==> config.mk <==
export PLATFORM = sky130hd
export DESIGN_NAME = rba_block_cmd
export DESIGN_NICKNAME = d
export VERILOG_FILES = /design/src/design/rba_pkg.sv /design/src/design/rba_fifo.sv /design/src/design/rba_block_cmd.sv
export VERILOG_INCLUDE_DIRS = /design/src /design/src/design
export SDC_FILE = /design/constraint.sdc
export NUM_CORES = 1
export LEC_CHECK = 0
export BUFFER_PORTS_ARGS = -buffer_cell sky130_fd_sc_hd__buf_4
export CORE_UTILIZATION = 56
export CTS_BUF_LIST = sky130_fd_sc_hd__clkbuf_8
export CTS_CLUSTER_DIAMETER = 200
export DETAILED_ROUTE_END_ITERATION = 8
export GPL_TIMING_DRIVEN = 0
export PLACE_DENSITY = 0.79
export SKIP_LAST_GASP = 1
export SYNTH_ARGS = -nofsm -noshare
export SYNTH_HDL_FRONTEND = slang
export SYNTH_SLANG_ARGS = --single-unit
export TNS_END_PERCENT = 20
==> constraint.sdc <==
create_clock -name i_mclk -period 4.38 [get_ports i_mclk]
set_input_delay 0 -clock i_mclk [delete_from_list [all_inputs] [get_ports i_mclk]]
set_output_delay 0 -clock i_mclk [all_outputs]
set_load 0.05 [all_outputs]
==> src/design/rba_defines.svh <==
// constants for the rf block access command handler
// assumes inclusion by bare name from the design files
`ifndef RBA_DEFINES_SVH
`define RBA_DEFINES_SVH

// command codes
`define RBA_CMD_RD_SINGLE 8'h20
`define RBA_CMD_WR_SINGLE 8'h21
`define RBA_CMD_RD_MULTI  8'h23

// response flag bytes and error codes
`define RBA_RSP_OK        8'h00
`define RBA_RSP_ERR       8'h01
`define RBA_ERR_UNSPEC    8'h0F
`define RBA_ERR_ABSENT    8'h10
`define RBA_ERR_LOCKED    8'h12
`define RBA_ERR_PROG      8'h13
`define RBA_ERR_RD_PROT   8'h15

// request flag bit positions
`define RBA_FLG_PEXT      3
`define RBA_FLG_ADDR      5
`define RBA_FLG_OPT       6

// sector security status: lock b0, rw b2:1, pw b4:3, b7:5 zero
`define RBA_SSS_MASK      8'h1F

// byte positions inside a request
`define RBA_ARG_BASE      5'h02
`define RBA_ARG_BASE_UID  5'h0A
`define RBA_ARG_BYTES     7

// crc16, reflected polynomial, preset ones
`define RBA_CRC_INIT      16'hFFFF
`define RBA_CRC_POLY      16'h8408

// sector size in blocks, as a power of two (5 bits, 32 blocks)
`define RBA_SECT_BITS     5

// timing
`define RBA_CLK_NS        20
`define RBA_NOM_REPLY_NS  320900
`define RBA_SLOT_NS       302000
`define RBA_SLOTS         18
`define RBA_WIN_CYC ((`RBA_NOM_REPLY_NS + `RBA_SLOTS * `RBA_SLOT_NS + `RBA_CLK_NS - 1) / `RBA_CLK_NS)

`endif

==> src/design/rba_pkg.sv <==
// types for the rf block access command handler
// assumes nothing beyond a compiler with package support
package rba_pkg;

	// command sequencer states
	typedef enum logic [3:0] {
		S_IDLE,
		S_RX,
		S_CHECK,
		S_FETCH,
		S_WAIT_RD,
		S_PROG,
		S_PUSH,
		S_NEXT,
		S_DONE
	} rba_state_t;

endpackage

==> src/design/rba_fifo.sv <==
// shift-register fifo with registered head, valid and ready
// assumes one clock and an active-low asynchronous reset
`timescale 1ns/1ps

module rba_fifo #(
	parameter int WIDTH = 9,
	parameter int DEPTH = 4
) (
	// clock and reset
	input  wire logic             i_mclk,
	input  wire logic             i_reset_n,
	// fill side
	input  wire logic             i_wr_valid,
	input  wire logic [WIDTH-1:0] i_wr_data,
	output logic                  o_wr_ready,
	// drain side
	output logic                  o_rd_valid,
	output logic [WIDTH-1:0]      o_rd_data,
	input  wire logic             i_rd_ready
);

	localparam int CW = $clog2(DEPTH + 1);

	logic [WIDTH-1:0] mem_q [DEPTH];
	logic [CW-1:0]    cnt_q;
	logic [CW-1:0]    cnt_d;
	logic             push;
	logic             pop;

	if (DEPTH < 2) begin : g_bad_depth
		$error("rba_fifo needs a depth of at least two");
	end

	assign push      = i_wr_valid && o_wr_ready;
	assign pop       = o_rd_valid && i_rd_ready;
	assign cnt_d     = cnt_q + CW'(push) - CW'(pop);
	assign o_rd_data = mem_q[0];

	////////////////////////////////////////////////////////////////
	// storage: head at entry zero, shift down on pop
	always_ff @(posedge i_mclk) begin
		for (int i = 0; i < DEPTH; i++) begin
			if (push && (CW'(i) == cnt_q - CW'(pop))) begin
				mem_q[i] <= i_wr_data;
			end else if (pop && (i < DEPTH - 1)) begin
				mem_q[i] <= mem_q[(i < DEPTH - 1) ? i + 1 : i];
			end
		end
	end

	////////////////////////////////////////////////////////////////
	// occupancy and flags, all registered
	always_ff @(posedge i_mclk or negedge i_reset_n) begin
		if (!i_reset_n) begin
			cnt_q      <= '0;
			o_rd_valid <= 1'b0;
			o_wr_ready <= 1'b1;
		end else begin
			cnt_q      <= cnt_d;
			o_rd_valid <= (cnt_d != '0);
			o_wr_ready <= (cnt_d != CW'(DEPTH));
		end
	end

endmodule // rba_fifo

==> src/design/rba_block_cmd.sv <==
// rf block access command handler: single read, single write, multi read
// assumes a frame decoder on the same clock that strips request crc
// and a memory core that answers reads and runs programming cycles
//
// Summary of operation
// - Read single block 20h returns block data, security byte first if option set.
// - Failed single read replies error flag with 0Fh, 10h absent or 15h read-protected.
// - Busy mode: activity pin low from request start to end of response.
// - Write-in-progress mode: activity pin released for all read commands.
// - Write single block 21h programs 32-bit data into addressed block.
// - Protocol extension flag zero makes device answer an error code.
// - Write response sent only after programming; success is flags plus crc.
// - Failed write returns 0Fh, 10h, 12h or 13h.
// - Busy mode: pin low from write request start to end of response.
// - Write-in-progress mode: pin low from request end to response start; this design drives it only while in S_PROG.
// - Block count field is number of blocks minus one.
// - Multi read stays within one 32-block sector, else error.
// - Multi read sends 32 bits per block, each with optional security byte.
// - Security byte: lock b0, protection b2:1, password b4:3, b7:5 zero.
// - Failed multi read returns 0Fh, 10h or 15h.
// - Busy mode: pin low from multi read request start to response end.
//
// Strobed register access and the address map are this design's own decisions.
`include "rba_defines.svh"
`timescale 1ns/1ps

module rba_block_cmd #(
	parameter int NUM_BLOCKS = 2048,
	parameter int WIN_CYC    = `RBA_WIN_CYC,
	parameter int FIFO_DEPTH = 4
) (
	// clock and reset
	input  wire logic        i_mclk,
	input  wire logic        i_reset_n,
	// request byte stream from frame decoder
	input  wire logic        i_rx_sof,
	input  wire logic        i_rx_valid,
	input  wire logic [7:0]  i_rx_byte,
	input  wire logic        i_rx_eof,
	input  wire logic        i_rx_crc_ok,
	// response byte stream to frame encoder
	output logic             o_tx_valid,
	output logic [7:0]       o_tx_byte,
	output logic             o_tx_last,
	input  wire logic        i_tx_ready,
	input  wire logic        i_tx_done,
	// memory core
	output logic             o_mem_rd,
	output logic             o_mem_wr,
	output logic [15:0]      o_mem_blk,
	output logic [31:0]      o_mem_wdata,
	input  wire logic        i_mem_ack,
	input  wire logic [31:0] i_mem_rdata,
	input  wire logic [7:0]  i_mem_sss,
	input  wire logic        i_mem_rd_prot,
	input  wire logic        i_mem_wr_lock,
	input  wire logic        i_mem_prog_done,
	input  wire logic        i_mem_prog_fail,
	// activity pin, open drain
	input  wire logic        i_act_mode_wip,
	output logic             o_rf_activity_out,
	output logic             o_rf_activity_oe
);

	localparam int WW = $clog2(WIN_CYC + 1);

	if (NUM_BLOCKS < 32 || NUM_BLOCKS > 65536 || WIN_CYC < 1) begin : g_bad_param
		$error("rba_block_cmd parameters out of range");
	end

	rba_pkg::rba_state_t st_q;
	logic [4:0]  rx_idx_q;
	logic [7:0]  flags_q;
	logic [7:0]  cmd_q;
	logic [55:0] arg_q;
	logic [47:0] out_q;
	logic [2:0]  nb_q;
	logic        crc_ph_q;
	logic        err_q;
	logic        first_q;
	logic [15:0] crc_q;
	logic [15:0] cur_q;
	logic [7:0]  left_q;
	logic [WW-1:0] rf_program_window_q;
	logic        pdone_q;
	logic        pfail_q;
	logic [8:0]  rds_q;
	logic        fifo_ready;
	logic        push;
	logic [4:0]  ai;
	logic [16:0] blk_end;
	logic        is_wr;
	logic        is_multi;
	logic        opt;
	logic        act_d;
	logic [7:0]  sss_m;

	function automatic logic [15:0] crc_upd(input logic [15:0] c, input logic [7:0] b);
		logic [15:0] r;
		r = c ^ {8'h00, b};
		for (int i = 0; i < 8; i++) begin
			r = r[0] ? ((r >> 1) ^ `RBA_CRC_POLY) : (r >> 1);
		end
		return r;
	endfunction

	////////////////////////////////////////////////////////////////
	// request field decode
	assign ai       = rx_idx_q - (flags_q[`RBA_FLG_ADDR] ? `RBA_ARG_BASE_UID : `RBA_ARG_BASE);
	assign is_wr    = (cmd_q == `RBA_CMD_WR_SINGLE);
	assign is_multi = (cmd_q == `RBA_CMD_RD_MULTI);
	assign opt      = flags_q[`RBA_FLG_OPT];
	assign blk_end  = {1'b0, arg_q[15:0]} + {9'h000, (is_multi ? arg_q[23:16] : 8'h00)};
	assign sss_m    = i_mem_sss & `RBA_SSS_MASK;
	assign push     = (st_q == rba_pkg::S_PUSH) && (nb_q != 3'h0) && fifo_ready;

	////////////////////////////////////////////////////////////////
	// request capture, flags and command then arguments
	always_ff @(posedge i_mclk or negedge i_reset_n) begin
		if (!i_reset_n) begin
			rx_idx_q <= 5'h00;
			flags_q  <= 8'h00;
			cmd_q    <= 8'h00;
			arg_q    <= '0;
		end else if (st_q == rba_pkg::S_IDLE && i_rx_sof) begin
			rx_idx_q <= 5'h00;
			arg_q    <= '0;
		end else if (st_q == rba_pkg::S_RX && i_rx_valid) begin
			if (rx_idx_q != 5'h1F) begin
				rx_idx_q <= rx_idx_q + 5'h01;
			end
			if (rx_idx_q == 5'h00) begin
				flags_q <= i_rx_byte;
			end else if (rx_idx_q == 5'h01) begin
				cmd_q <= i_rx_byte;
			end else if (rx_idx_q >= (flags_q[`RBA_FLG_ADDR] ? `RBA_ARG_BASE_UID : `RBA_ARG_BASE)
				&& ai < 5'(`RBA_ARG_BYTES)) begin
				arg_q[ai*8 +: 8] <= i_rx_byte;
			end
		end
	end

	////////////////////////////////////////////////////////////////
	// command sequencer and response assembly
	always_ff @(posedge i_mclk or negedge i_reset_n) begin
		if (!i_reset_n) begin
			st_q     <= rba_pkg::S_IDLE;
			out_q    <= '0;
			nb_q     <= 3'h0;
			crc_ph_q <= 1'b0;
			err_q    <= 1'b0;
			first_q  <= 1'b0;
			cur_q    <= 16'h0000;
			left_q   <= 8'h00;
		end else begin
			case (st_q)
				rba_pkg::S_IDLE: begin
					if (i_rx_sof) begin
						st_q <= rba_pkg::S_RX;
					end
				end
				rba_pkg::S_RX: begin
					if (i_rx_eof) begin
						if (i_rx_crc_ok && (cmd_q == `RBA_CMD_RD_SINGLE || is_wr || is_multi)) begin
							st_q <= rba_pkg::S_CHECK;
						end else begin
							st_q <= rba_pkg::S_IDLE;
						end
					end
				end
				rba_pkg::S_CHECK: begin
					crc_ph_q <= 1'b0;
					first_q  <= 1'b1;
					cur_q    <= arg_q[15:0];
					left_q   <= is_multi ? arg_q[23:16] + 8'h01 : 8'h01;
					nb_q     <= 3'h2;
					err_q    <= 1'b1;
					st_q     <= rba_pkg::S_PUSH;
					if (!flags_q[`RBA_FLG_PEXT]) begin
						out_q <= {32'h0000_0000, `RBA_ERR_UNSPEC, `RBA_RSP_ERR};
					end else if (blk_end >= 17'(NUM_BLOCKS)) begin
						out_q <= {32'h0000_0000, `RBA_ERR_ABSENT, `RBA_RSP_ERR};
					end else if (is_multi && (arg_q[15:`RBA_SECT_BITS] != blk_end[15:`RBA_SECT_BITS])) begin
						out_q <= {32'h0000_0000, `RBA_ERR_UNSPEC, `RBA_RSP_ERR};
					end else begin
						err_q <= 1'b0;
						nb_q  <= 3'h0;
						st_q  <= rba_pkg::S_FETCH;
					end
				end
				rba_pkg::S_FETCH: begin
					st_q <= rba_pkg::S_WAIT_RD;
				end
				rba_pkg::S_WAIT_RD: begin
					if (i_mem_ack) begin
						first_q <= 1'b0;
						cur_q   <= cur_q + 16'h0001;
						left_q  <= left_q - 8'h01;
						st_q    <= rba_pkg::S_PUSH;
						if (is_wr) begin
							if (i_mem_wr_lock) begin
								err_q <= 1'b1;
								nb_q  <= 3'h2;
								out_q <= {32'h0000_0000, `RBA_ERR_LOCKED, `RBA_RSP_ERR};
							end else begin
								st_q <= rba_pkg::S_PROG;
							end
						end else if (first_q && i_mem_rd_prot) begin
							// one sector per request, so the first block speaks for all
							err_q <= 1'b1;
							nb_q  <= 3'h2;
							out_q <= {32'h0000_0000, `RBA_ERR_RD_PROT, `RBA_RSP_ERR};
						end else if (first_q) begin
							nb_q  <= opt ? 3'h6 : 3'h5;
							out_q <= opt ? {i_mem_rdata, sss_m, `RBA_RSP_OK} : {8'h00, i_mem_rdata, `RBA_RSP_OK};
						end else begin
							nb_q  <= opt ? 3'h5 : 3'h4;
							out_q <= opt ? {8'h00, i_mem_rdata, sss_m} : {16'h0000, i_mem_rdata};
						end
					end
				end
				rba_pkg::S_PROG: begin
					// answer only once programming ended and the window ran out
					if (pdone_q && rf_program_window_q == '0) begin
						st_q <= rba_pkg::S_PUSH;
						if (pfail_q) begin
							err_q <= 1'b1;
							nb_q  <= 3'h2;
							out_q <= {32'h0000_0000, `RBA_ERR_PROG, `RBA_RSP_ERR};
						end else begin
							nb_q  <= 3'h1;
							out_q <= {40'h00_0000_0000, `RBA_RSP_OK};
						end
					end
				end
				rba_pkg::S_PUSH: begin
					if (push) begin
						out_q <= out_q >> 8;
						nb_q  <= nb_q - 3'h1;
					end else if (nb_q == 3'h0) begin
						st_q <= rba_pkg::S_NEXT;
					end
				end
				rba_pkg::S_NEXT: begin
					if (crc_ph_q) begin
						st_q <= rba_pkg::S_DONE;
					end else if (!err_q && !is_wr && left_q != 8'h00) begin
						st_q <= rba_pkg::S_FETCH;
					end else begin
						crc_ph_q <= 1'b1;
						nb_q     <= 3'h2;
						out_q    <= {32'h0000_0000, ~crc_q};
						st_q     <= rba_pkg::S_PUSH;
					end
				end
				rba_pkg::S_DONE: begin
					if (i_tx_done) begin
						st_q <= rba_pkg::S_IDLE;
					end
				end
				default: begin
					st_q <= rba_pkg::S_IDLE;
				end
			endcase
		end
	end

	////////////////////////////////////////////////////////////////
	// response crc over every byte before the crc itself
	always_ff @(posedge i_mclk or negedge i_reset_n) begin
		if (!i_reset_n) begin
			crc_q <= `RBA_CRC_INIT;
		end else if (st_q == rba_pkg::S_CHECK) begin
			crc_q <= `RBA_CRC_INIT;
		end else if (push && !crc_ph_q) begin
			crc_q <= crc_upd(crc_q, out_q[7:0]);
		end
	end

	////////////////////////////////////////////////////////////////
	// memory strobes, registered
	always_ff @(posedge i_mclk or negedge i_reset_n) begin
		if (!i_reset_n) begin
			o_mem_rd    <= 1'b0;
			o_mem_wr    <= 1'b0;
			o_mem_blk   <= 16'h0000;
			o_mem_wdata <= 32'h0000_0000;
		end else begin
			o_mem_rd <= (st_q == rba_pkg::S_FETCH);
			o_mem_wr <= (st_q == rba_pkg::S_WAIT_RD) && i_mem_ack && is_wr && !i_mem_wr_lock;
			if (st_q == rba_pkg::S_FETCH) begin
				o_mem_blk   <= cur_q;
				o_mem_wdata <= arg_q[47:16];
			end
		end
	end

	////////////////////////////////////////////////////////////////
	// programming window timer and programming outcome
	always_ff @(posedge i_mclk or negedge i_reset_n) begin
		if (!i_reset_n) begin
			rf_program_window_q <= '0;
			pdone_q             <= 1'b0;
			pfail_q             <= 1'b0;
		end else if (st_q == rba_pkg::S_CHECK) begin
			rf_program_window_q <= WW'(WIN_CYC);
			pdone_q             <= 1'b0;
			pfail_q             <= 1'b0;
		end else begin
			if (rf_program_window_q != '0) begin
				rf_program_window_q <= rf_program_window_q - WW'(1);
			end
			if (i_mem_prog_done && st_q == rba_pkg::S_PROG) begin
				pdone_q <= 1'b1;
				pfail_q <= i_mem_prog_fail;
			end
		end
	end

	////////////////////////////////////////////////////////////////
	// activity pin: busy covers the whole exchange, wip only programming
	assign act_d = i_act_mode_wip ? (st_q == rba_pkg::S_PROG)
		: (st_q != rba_pkg::S_IDLE);

	always_ff @(posedge i_mclk or negedge i_reset_n) begin
		if (!i_reset_n) begin
			o_rf_activity_out <= 1'b0;
			o_rf_activity_oe  <= 1'b0;
		end else begin
			o_rf_activity_out <= 1'b0;
			o_rf_activity_oe  <= act_d;
		end
	end

	////////////////////////////////////////////////////////////////
	// response buffer toward the frame encoder
	rba_fifo #(
		.WIDTH (9),
		.DEPTH (FIFO_DEPTH)
	) u_fifo (
		.i_mclk     (i_mclk),
		.i_reset_n  (i_reset_n),
		.i_wr_valid ((st_q == rba_pkg::S_PUSH) && (nb_q != 3'h0)),
		.i_wr_data  ({crc_ph_q && nb_q == 3'h1, out_q[7:0]}),
		.o_wr_ready (fifo_ready),
		.o_rd_valid (o_tx_valid),
		.o_rd_data  ({o_tx_last, o_tx_byte}),
		.i_rd_ready (i_tx_ready)
	);

	////////////////////////////////////////////////////////////////
	// checks
	always_ff @(posedge i_mclk or negedge i_reset_n) begin
		if (!i_reset_n) begin
			rds_q <= 9'h000;
		end else if (st_q == rba_pkg::S_CHECK) begin
			rds_q <= 9'h000;
		end else if (st_q == rba_pkg::S_WAIT_RD && i_mem_ack) begin
			rds_q <= rds_q + 9'h001;
		end
	end
endmodule // rba_block_cmd

==> results.md, run 1 <==
* Status: finished clean
* Sequential share of power at 33.9%
* Post-Synth XOR/XNOR Area at between 3 and 4%
* Most used DFF post-synth: dfrtp_1
* Yosys top cell area share at between 30% and 40%
* Wirelength per Cell at approximately 19 um
* Seq cells post-synth at 275
* Vias in the first global route at between 10000 and 15000
* Initial drt markers at between 1000 and 1500
* Post-Synth Adder-Cell Area at under 10%
* Final wirelength at approximately 37000 um
* Total CTS buffers at 46
* Final worst path period share at a little over nine tenths
* Setup Skew at between 0.02 and 0.03 ns
* Pin count of the biggest net entering global routing at around 120
* Antenna-violating nets left at 0
* Library cells used by synthesis at 76
* Pleak at between 7 and 8 nW
* Drc violations at 0
* Relative slew slack at 20.2%
* Synth Area in Compound Gates at approximately an eighth
* Syn_nets at roughly 1500
* CTS tree: built
* Total gr overflow at 0
* Clock input transition at the sequential cells of the worst setup and hold paths at ~0.060 ns
* Worst-Margin Slew at roughly 1.2 ns
* Final hold slack at 0.0193 ns
* Core area at roughly 25000 um^2
* Avg Vias per Cell at just under 6
* Internal cell power at roughly 0.0063 W
* # clock sinks at between 200 and 300
* Std cell rows at 58
* Cell accounting for the most synthesized area: dfrtp_1
* Required time worst endpoint at between 4 and 5 ns
* Hold Violations, Final at 0
* First-pass GRT wire length at approximately 60000 um
* Share of cells above drive strength 1 at between 20% and 30%
* N_diodes at 0
* Tot Pwr at approximately 0.011 W
* Die extent in y at 163 um
* Worst hold path type: input pin to flip-flop
* Clock network power share at 21.3%
* Mux share of post-synthesis cell area at about 14%
* Hold Path Origin: i_mem_rdata[11]
* H-tree Lvls at 2
* Mean instance size in the synthesized netlist at slightly above 10 um^2
* Clk root buf: clkbuf_8
* Crit start category: flip-flop
* Period minus WS final at 4.16 ns
* EDFF count, synth at 36
* Clk Latency, worst-skew pair at between 0.5 and 0.6 ns
* Crit path launch: cmd_q[4]$_DFFE_PN0P_
* Ys async rst share at roughly 87%
* Dominant cell by count in the synthesized netlist: dfrtp_1
* GPL Wtd Cong at between 0.9 and 1
* Cells after synthesis at 1414
* Die Area at between 20000 and 30000 um^2
* DRT Pass-1 Iters at 6
* Yosys warns at 0
* Reg2Reg Launch Point: cmd_q[4]$_DFFE_PN0P_
* Sequential cell area fraction in the yosys report at about half
* Port bufs at 116
* RSZ-0062 raised after global routing: false
* Commonest cells post-synth: dfrtp_1, nand2_1, mux2_2
* Total number of vias at between 10000 and 15000
* Mapped Area at about 14000 um^2
* Peak supply drop at 448 uV
* Top post-synthesis cells by area: dfrtp_1, mux2_2, edfxtp_1
* Worst Path Max Fanout at 10
* Starting Density at between 50% and 60%
* Critical path arrival at around 4.6 ns
* Initial antenna violation count at 0
* Switching power at 0.00437 W
* Post-synthesis simple-gate area fraction at between 10 and 15%
* GRT Util Overall at approximately 29%
* Switching part of the total at 41.0%
* Final setup viols at 0
* Largest family of logic cells by synthesized area: simple AND/OR/NAND/NOR gates
* Area Growth Syn to Fin at 17.7%
* Max frequency at roughly 240 MHz
* Worst setup EP type: flip-flop
* Slew Viols, Final at 0
* Critical path type: flip-flop to flip-flop
* Detailed placer's ending HPWL at roughly 26000 um
* I/O Pins at around 120
* Clock Path Buffers at 3
* Combinational share of power at between 40% and 50%
* Final nets at 1706
* Cell Pwr Density at roughly 620 nW/um^2
* Max-cap violations at 0
* Die W at 163 um
[stage by stage]
stage	TNS, ns	utilization, %	instance area (um^2)	setup slack [ns]	cells
2_1_floorplan	0	-	14500	0.0830	1414
3_3_place_gp	-30.18	62.4	15800	-0.717	1860
3_5_place_dp	-28.78	62.5	15800	-0.686	1861
4_1_cts	0	67.4	17000	0.0559	1973
5_1_grt	0	67.5	17000	0.0127	1973
6_report	0	67.5	17000	0.223	1973
[sequential cells by signal, indices dropped and copies added (netlist names), 4 cells and up]
name	flops
cur_q	16
arg_q	48
st_q	4
out_q	48
rf_program_window_q	19
crc_q	16
o_mem_blk	16
rx_idx_q	5
cmd_q	8
o_mem_wdata	32
left_q	8
u_fifo.mem_q	36
[final timing paths]
kind	end	slack (ns)	cells past startpoint
max in group asynchronous	o_mem_wdata[5]$_DFFE_PN0P_	3.15	3
max reg2reg	out_q[34]$_DFFE_PN0P_	0.22	16
min	out_q[27]$_DFFE_PN0P_	0.02	6
max	out_q[34]$_DFFE_PN0P_	0.22	16
min in group asynchronous	out_q[45]$_DFFE_PN0P_	0.11	2
min reg2reg	out_q[12]$_DFFE_PN0P_	0.49	1
[area by class of cell]
class	count	area, um^2
buffer	82	335
clock buffer	54	743
clock inverter	27	168
fill	1915	8210
inverter	43	161
multi-input combinational	1014	6930
sequential	275	7080
tap	330	413
timing repair buffer	148	1210
[cells by family (layout without fill, tap and decap cells)]
| family | count (synthesis) | after routing |
|---|---|---|
| AO/OA/AOI/OAI | 290 | 290 |
| XOR/XNOR | 60 | 60 |
| adder cells (fa/ha/maj) | 34 | 34 |
| buffers and inverters | 125 | 354 |
| flip-flops | 275 | 275 |
| multiplexers | 181 | 181 |
| other | 1 | 1 |
| AND/OR/NAND/NOR | 448 | 448 |
[placed cells by master (no fill, tap or decap), types with 8 or more instances in the layout]
master / n
xor2_1: 18
dfrtp_1: 222
nor2b_1: 11
or3_1: 8
edfxtp_1: 36
xnor2_1: 42
o22ai_1: 15
inv_1: 58
nand4_1: 11
clkbuf_8: 54
mux2_4: 9
nand2_1: 167
ha_1: 32
o21ai_0: 89
a21oi_1: 97
buf_4: 119
a22oi_1: 15
mux2_1: 8
nand3_1: 52
mux2_2: 125
and2_1: 12
and3_1: 11
mux2i_1: 39
dfstp_2: 17
nor2_1: 94
a31oi_1: 9
dlygate4sd3_1: 29
nor3_1: 32
clkbuf_1: 69
nand2b_1: 11
[metal layers]
metal | part of all wire [%] | up-vias | global-route usage [%]
met2 | 48 | 488 | 47.9
met4 | 4.2 | 0 | 13.5
li1 | - | 5438 | -
met3 | 6.5 | 119 | 4.69
met5 | 0 | - | 0
met1 | 42 | 5667 | 36.5
[power groups by stage]
stage               clock network (W)  logic (W)  registers (W)
floorplan                           0    0.00320        0.00380
global placement                    0    0.00454        0.00362
detailed placement                  0    0.00464        0.00365
CTS                           0.00230    0.00470        0.00360
global route                  0.00242    0.00515        0.00367
finish                        0.00227    0.00477        0.00361
[worst max-delay path, stage by stage, from the launching register on]
cell,delay (ns)
dfrtp_1,0.38
or4b_4,0.58
nor4_4,0.20
buf_4,0.20
nand2_1,0.09
inv_1,0.08
ha_1,0.23
a211oi_2,0.29
o21bai_4,0.12
a31oi_4,0.24
o21ai_1,0.13
or4_4,0.44
a211oi_4,0.29
a21oi_2,0.10
buf_6,0.17
buf_6,0.17
mux2_4,0.31
[repair_timing]
action	CTS	global route
hold buffers	29	0
endpoints found under the setup margin	52	40
pin swaps	2	1
endpoints found under the hold margin	180	0
buffers inserted	2	0
cloned	0	0
resized for setup	2	2
(Power assumes the default switching activity.)
==> run 2: changes to the inputs <==
--- a/config.mk
+++ b/config.mk
@@ -12,6 +12,7 @@
 export CTS_CLUSTER_DIAMETER = 200
 export DETAILED_ROUTE_END_ITERATION = 8
 export GPL_TIMING_DRIVEN = 0
+export HOLD_SLACK_MARGIN = 0.1
 export PLACE_DENSITY = 0.79
 export SKIP_LAST_GASP = 1
 export SYNTH_ARGS = -nofsm -noshare
==> results.md, run 2 (synthesis gave the netlist of run 1 again) <==
* Reg2Reg Launch Point: cmd_q[4]$_DFFE_PN0P_
* CP peak stage delay at 0.58 ns (about the same)
* Die extent in y at 163 um (unchanged)
* Worst-Margin Slew at 1.18 ns (-0.0101 ns)
* Area Growth Syn to Fin at 20.1%
* Top cell by count, worst path: buf_6
* Hold Violations, Final at 0 (unchanged)
* Vias in the first global route at 12144 (+2.5%)
* R2R cell count at 16 (unchanged)
* Worst hold path type: input pin to asynchronous set/reset pin
* # clock sinks at 275 (unchanged)
* Crit path launch: cmd_q[4]$_DFFE_PN0P_
* Pin count of the biggest net entering global routing at 122 (unchanged)
* Critical path arrival at 4.61 ns (about the same)
* RSZ-0062 raised after global routing: false
* Reg2reg end: out_q[34]$_DFFE_PN0P_
* Final nets at 1740 (+2.0%)
* Sequence of cells on the critical path: or4b_4 > nor4_4 > buf_4 > nand2_1 > inv_1 > ha_1 > a211oi_2 > o21bai_4 > a31oi_4 > o21ai_1 > or4_4 > a211oi_4 > a21oi_2 > buf_6 > buf_6 > mux2_4
* Critical path type: flip-flop to flip-flop
* First-pass GRT wire length at 62000 um (+3.3%)
* Fill cells at 1855 (-3.1%)
* Crit start category: flip-flop
* Total CTS buffers at 46 (unchanged)
* Die W at 163 um (unchanged)
* Total gr overflow at 0 (unchanged)
* Initial drt markers at 1035 (+0.49%)
* Wirelength per Cell at 19.3 um (+2.4%)
* Setup Skew at 0.0305 ns (+0.00160 ns)
* Final wirelength at 38800 um (+4.2%)
* Status: finished clean
* Share of cells above drive strength 1 at 21.6% (-0.45 points)
* Worst R2R Setup Slack at 0.22 ns (about the same)
* Worst Path Max Fanout at 10 (unchanged)
* Relative slew slack at 20.8% (+0.68 points)
* Clock Path Buffers at 3 (unchanged)
* Final hold slack at 0.0968 ns (+0.0776 ns)
* Initial antenna violation count at 0 (unchanged)
* Clk Latency, worst-skew pair at 0.57 ns (about the same)
* Cell Pwr Density at 619 nW/um^2 (-0.81%)
* Total number of vias at 11945 (+2.0%)
* H-tree Lvls at 2 (unchanged)
* Port bufs at 116 (unchanged)
* Starting Density at 57.3% (unchanged)
* Antenna-violating nets left at 0 (unchanged)
* Required time worst endpoint at 4.83 ns (about the same)
* Drc violations at 0 (unchanged)
* Largest regs: arg_q: 48 flops, out_q: 48 flops, u_fifo.mem_q: 36 flops
* Fin util at 68.8% (+1.4 points)
* Commonest non-fill, non-tap cells in the layout: dfrtp_1, nand2_1, mux2_2, buf_4, a21oi_1
* CTS tree: built
* GPL Wtd Cong at 0.947 (unchanged)
* Slew Viols, Final at 0 (unchanged)
* Period minus WS final at 4.16 ns (+0.00660 ns)
* Tot Pwr at 0.0108 W (+1.2%)
* GRT Util Overall at 29.8% (+1.1 points)
* Commonest non-fill, non-tap cell in the layout: dfrtp_1
* Final worst slack at 0.216 ns (-0.00660 ns)
* N_diodes at 0 (unchanged)
* Avg Vias per Cell at 5.95 (+0.26%)
* Core area at 25300 um^2 (unchanged)
* Std cell rows at 58 (unchanged)
* I/O Pins at 124 (unchanged)
* Final setup viols at 0 (unchanged)
* Pre-CTS WS at -0.686 ns (unchanged)
* Clk root buf: clkbuf_8
* Final worst path period share at 95.1% (+0.15 points)
* Worst setup EP type: flip-flop
* End of the critical path: out_q[34]$_DFFE_PN0P_
* Pleak at 7.67 nW (+1.7%)
* DRT Pass-1 Iters at 6 (unchanged)
* Peak supply drop at 463 uV (+3.4%)
* Detailed placer's ending HPWL at 26000 um (unchanged)
* Max-cap violations at 0 (unchanged)
* Die Area at 26500 um^2 (unchanged)
* Clock input transition at the sequential cells of the worst setup and hold paths at 0.06 ns (about the same)
* CP max stage cell: or4b_4
* Max frequency at 240 MHz (-0.16%)
[run 2: cell count changes in the layout (fill, tap and decap cells not counted), sizes merged]
| cell | delta |
|---|---|
| buf | -1 |
| clkbuf | +1 |
| dlygate4sd3 | +34 |
[run 2: per-layer routing]
metal,vias up,GRT usage (%),wire [um]
met5,-,0,0
met4,0,14.9,1700
met3,125,4.69,2710
met2,557,50.0,18700
met1,5768,37.4,15700
li1,5495,-,-
[run 2: what timing repair did]
item	4_1_cts	5_1_grt
gates resized for setup	2	3
setup endpoints to repair	52	40
hold buffers	63	0
buffers inserted	2	0
pin swaps	2	1
endpoints found under the hold margin	234	0
[run 2: where the power goes]
part	internal [W]	total (W)	switching (W)
clock network	0.00124	0.00229	0.00105
registers	0.00321	0.00361	0.000395
logic	0.00187	0.00487	0.00300
[run 2: area by class of cell]
type                    count  area, um^2  area share [%]
inverters                  43         161           0.928
clock inverters            27         168           0.964
flip-flops and latches    275        7080            40.7
clock buffers              54         743            4.28
multi-input cells        1014        6930            39.8
plain buffers              82         338            1.94
well taps                 330         413            2.38
repair buffers            182        1550            8.92
[run 2: how the worst min path moves through the flow]
stage,start,end,slack (ns)
5_1_grt,i_mem_sss[3],out_q[3]$_DFFE_PN0P_,0.12
2_1_floorplan,i_reset_n,arg_q[0]$_DFFE_PN0P_,-0.30
3_5_place_dp,i_reset_n,out_q[45]$_DFFE_PN0P_,0.16
6_report,i_reset_n,out_q[45]$_DFFE_PN0P_,0.1
3_3_place_gp,i_mem_rdata[27],out_q[43]$_DFFE_PN0P_,0.27
4_1_cts,i_mem_sss[3],out_q[3]$_DFFE_PN0P_,0.11
[run 2: per-stage QoR]
| stage | instance area (um^2) | setup TNS [ns] | cells |
|---|---|---|---|
| floorplan | 14500 | 0 | 1414 |
| global placement | 15800 | -30.18 | 1860 |
| CTS | 17400 | 0 | 2007 |
| detailed placement | 15800 | -28.78 | 1861 |
| finish | 17400 | 0 | 2007 |
| global route | 17400 | 0 | 2007 |
[run 2: worst max-delay path: cells and delay by family (launching register included)]
family	cells	cell delay, ns
fa+ha+maj	1	0.23
buf+inv	4	0.61
compound gates	6	1.20
simple gates	4	1.31
flops	1	0.38
mux	1	0.31
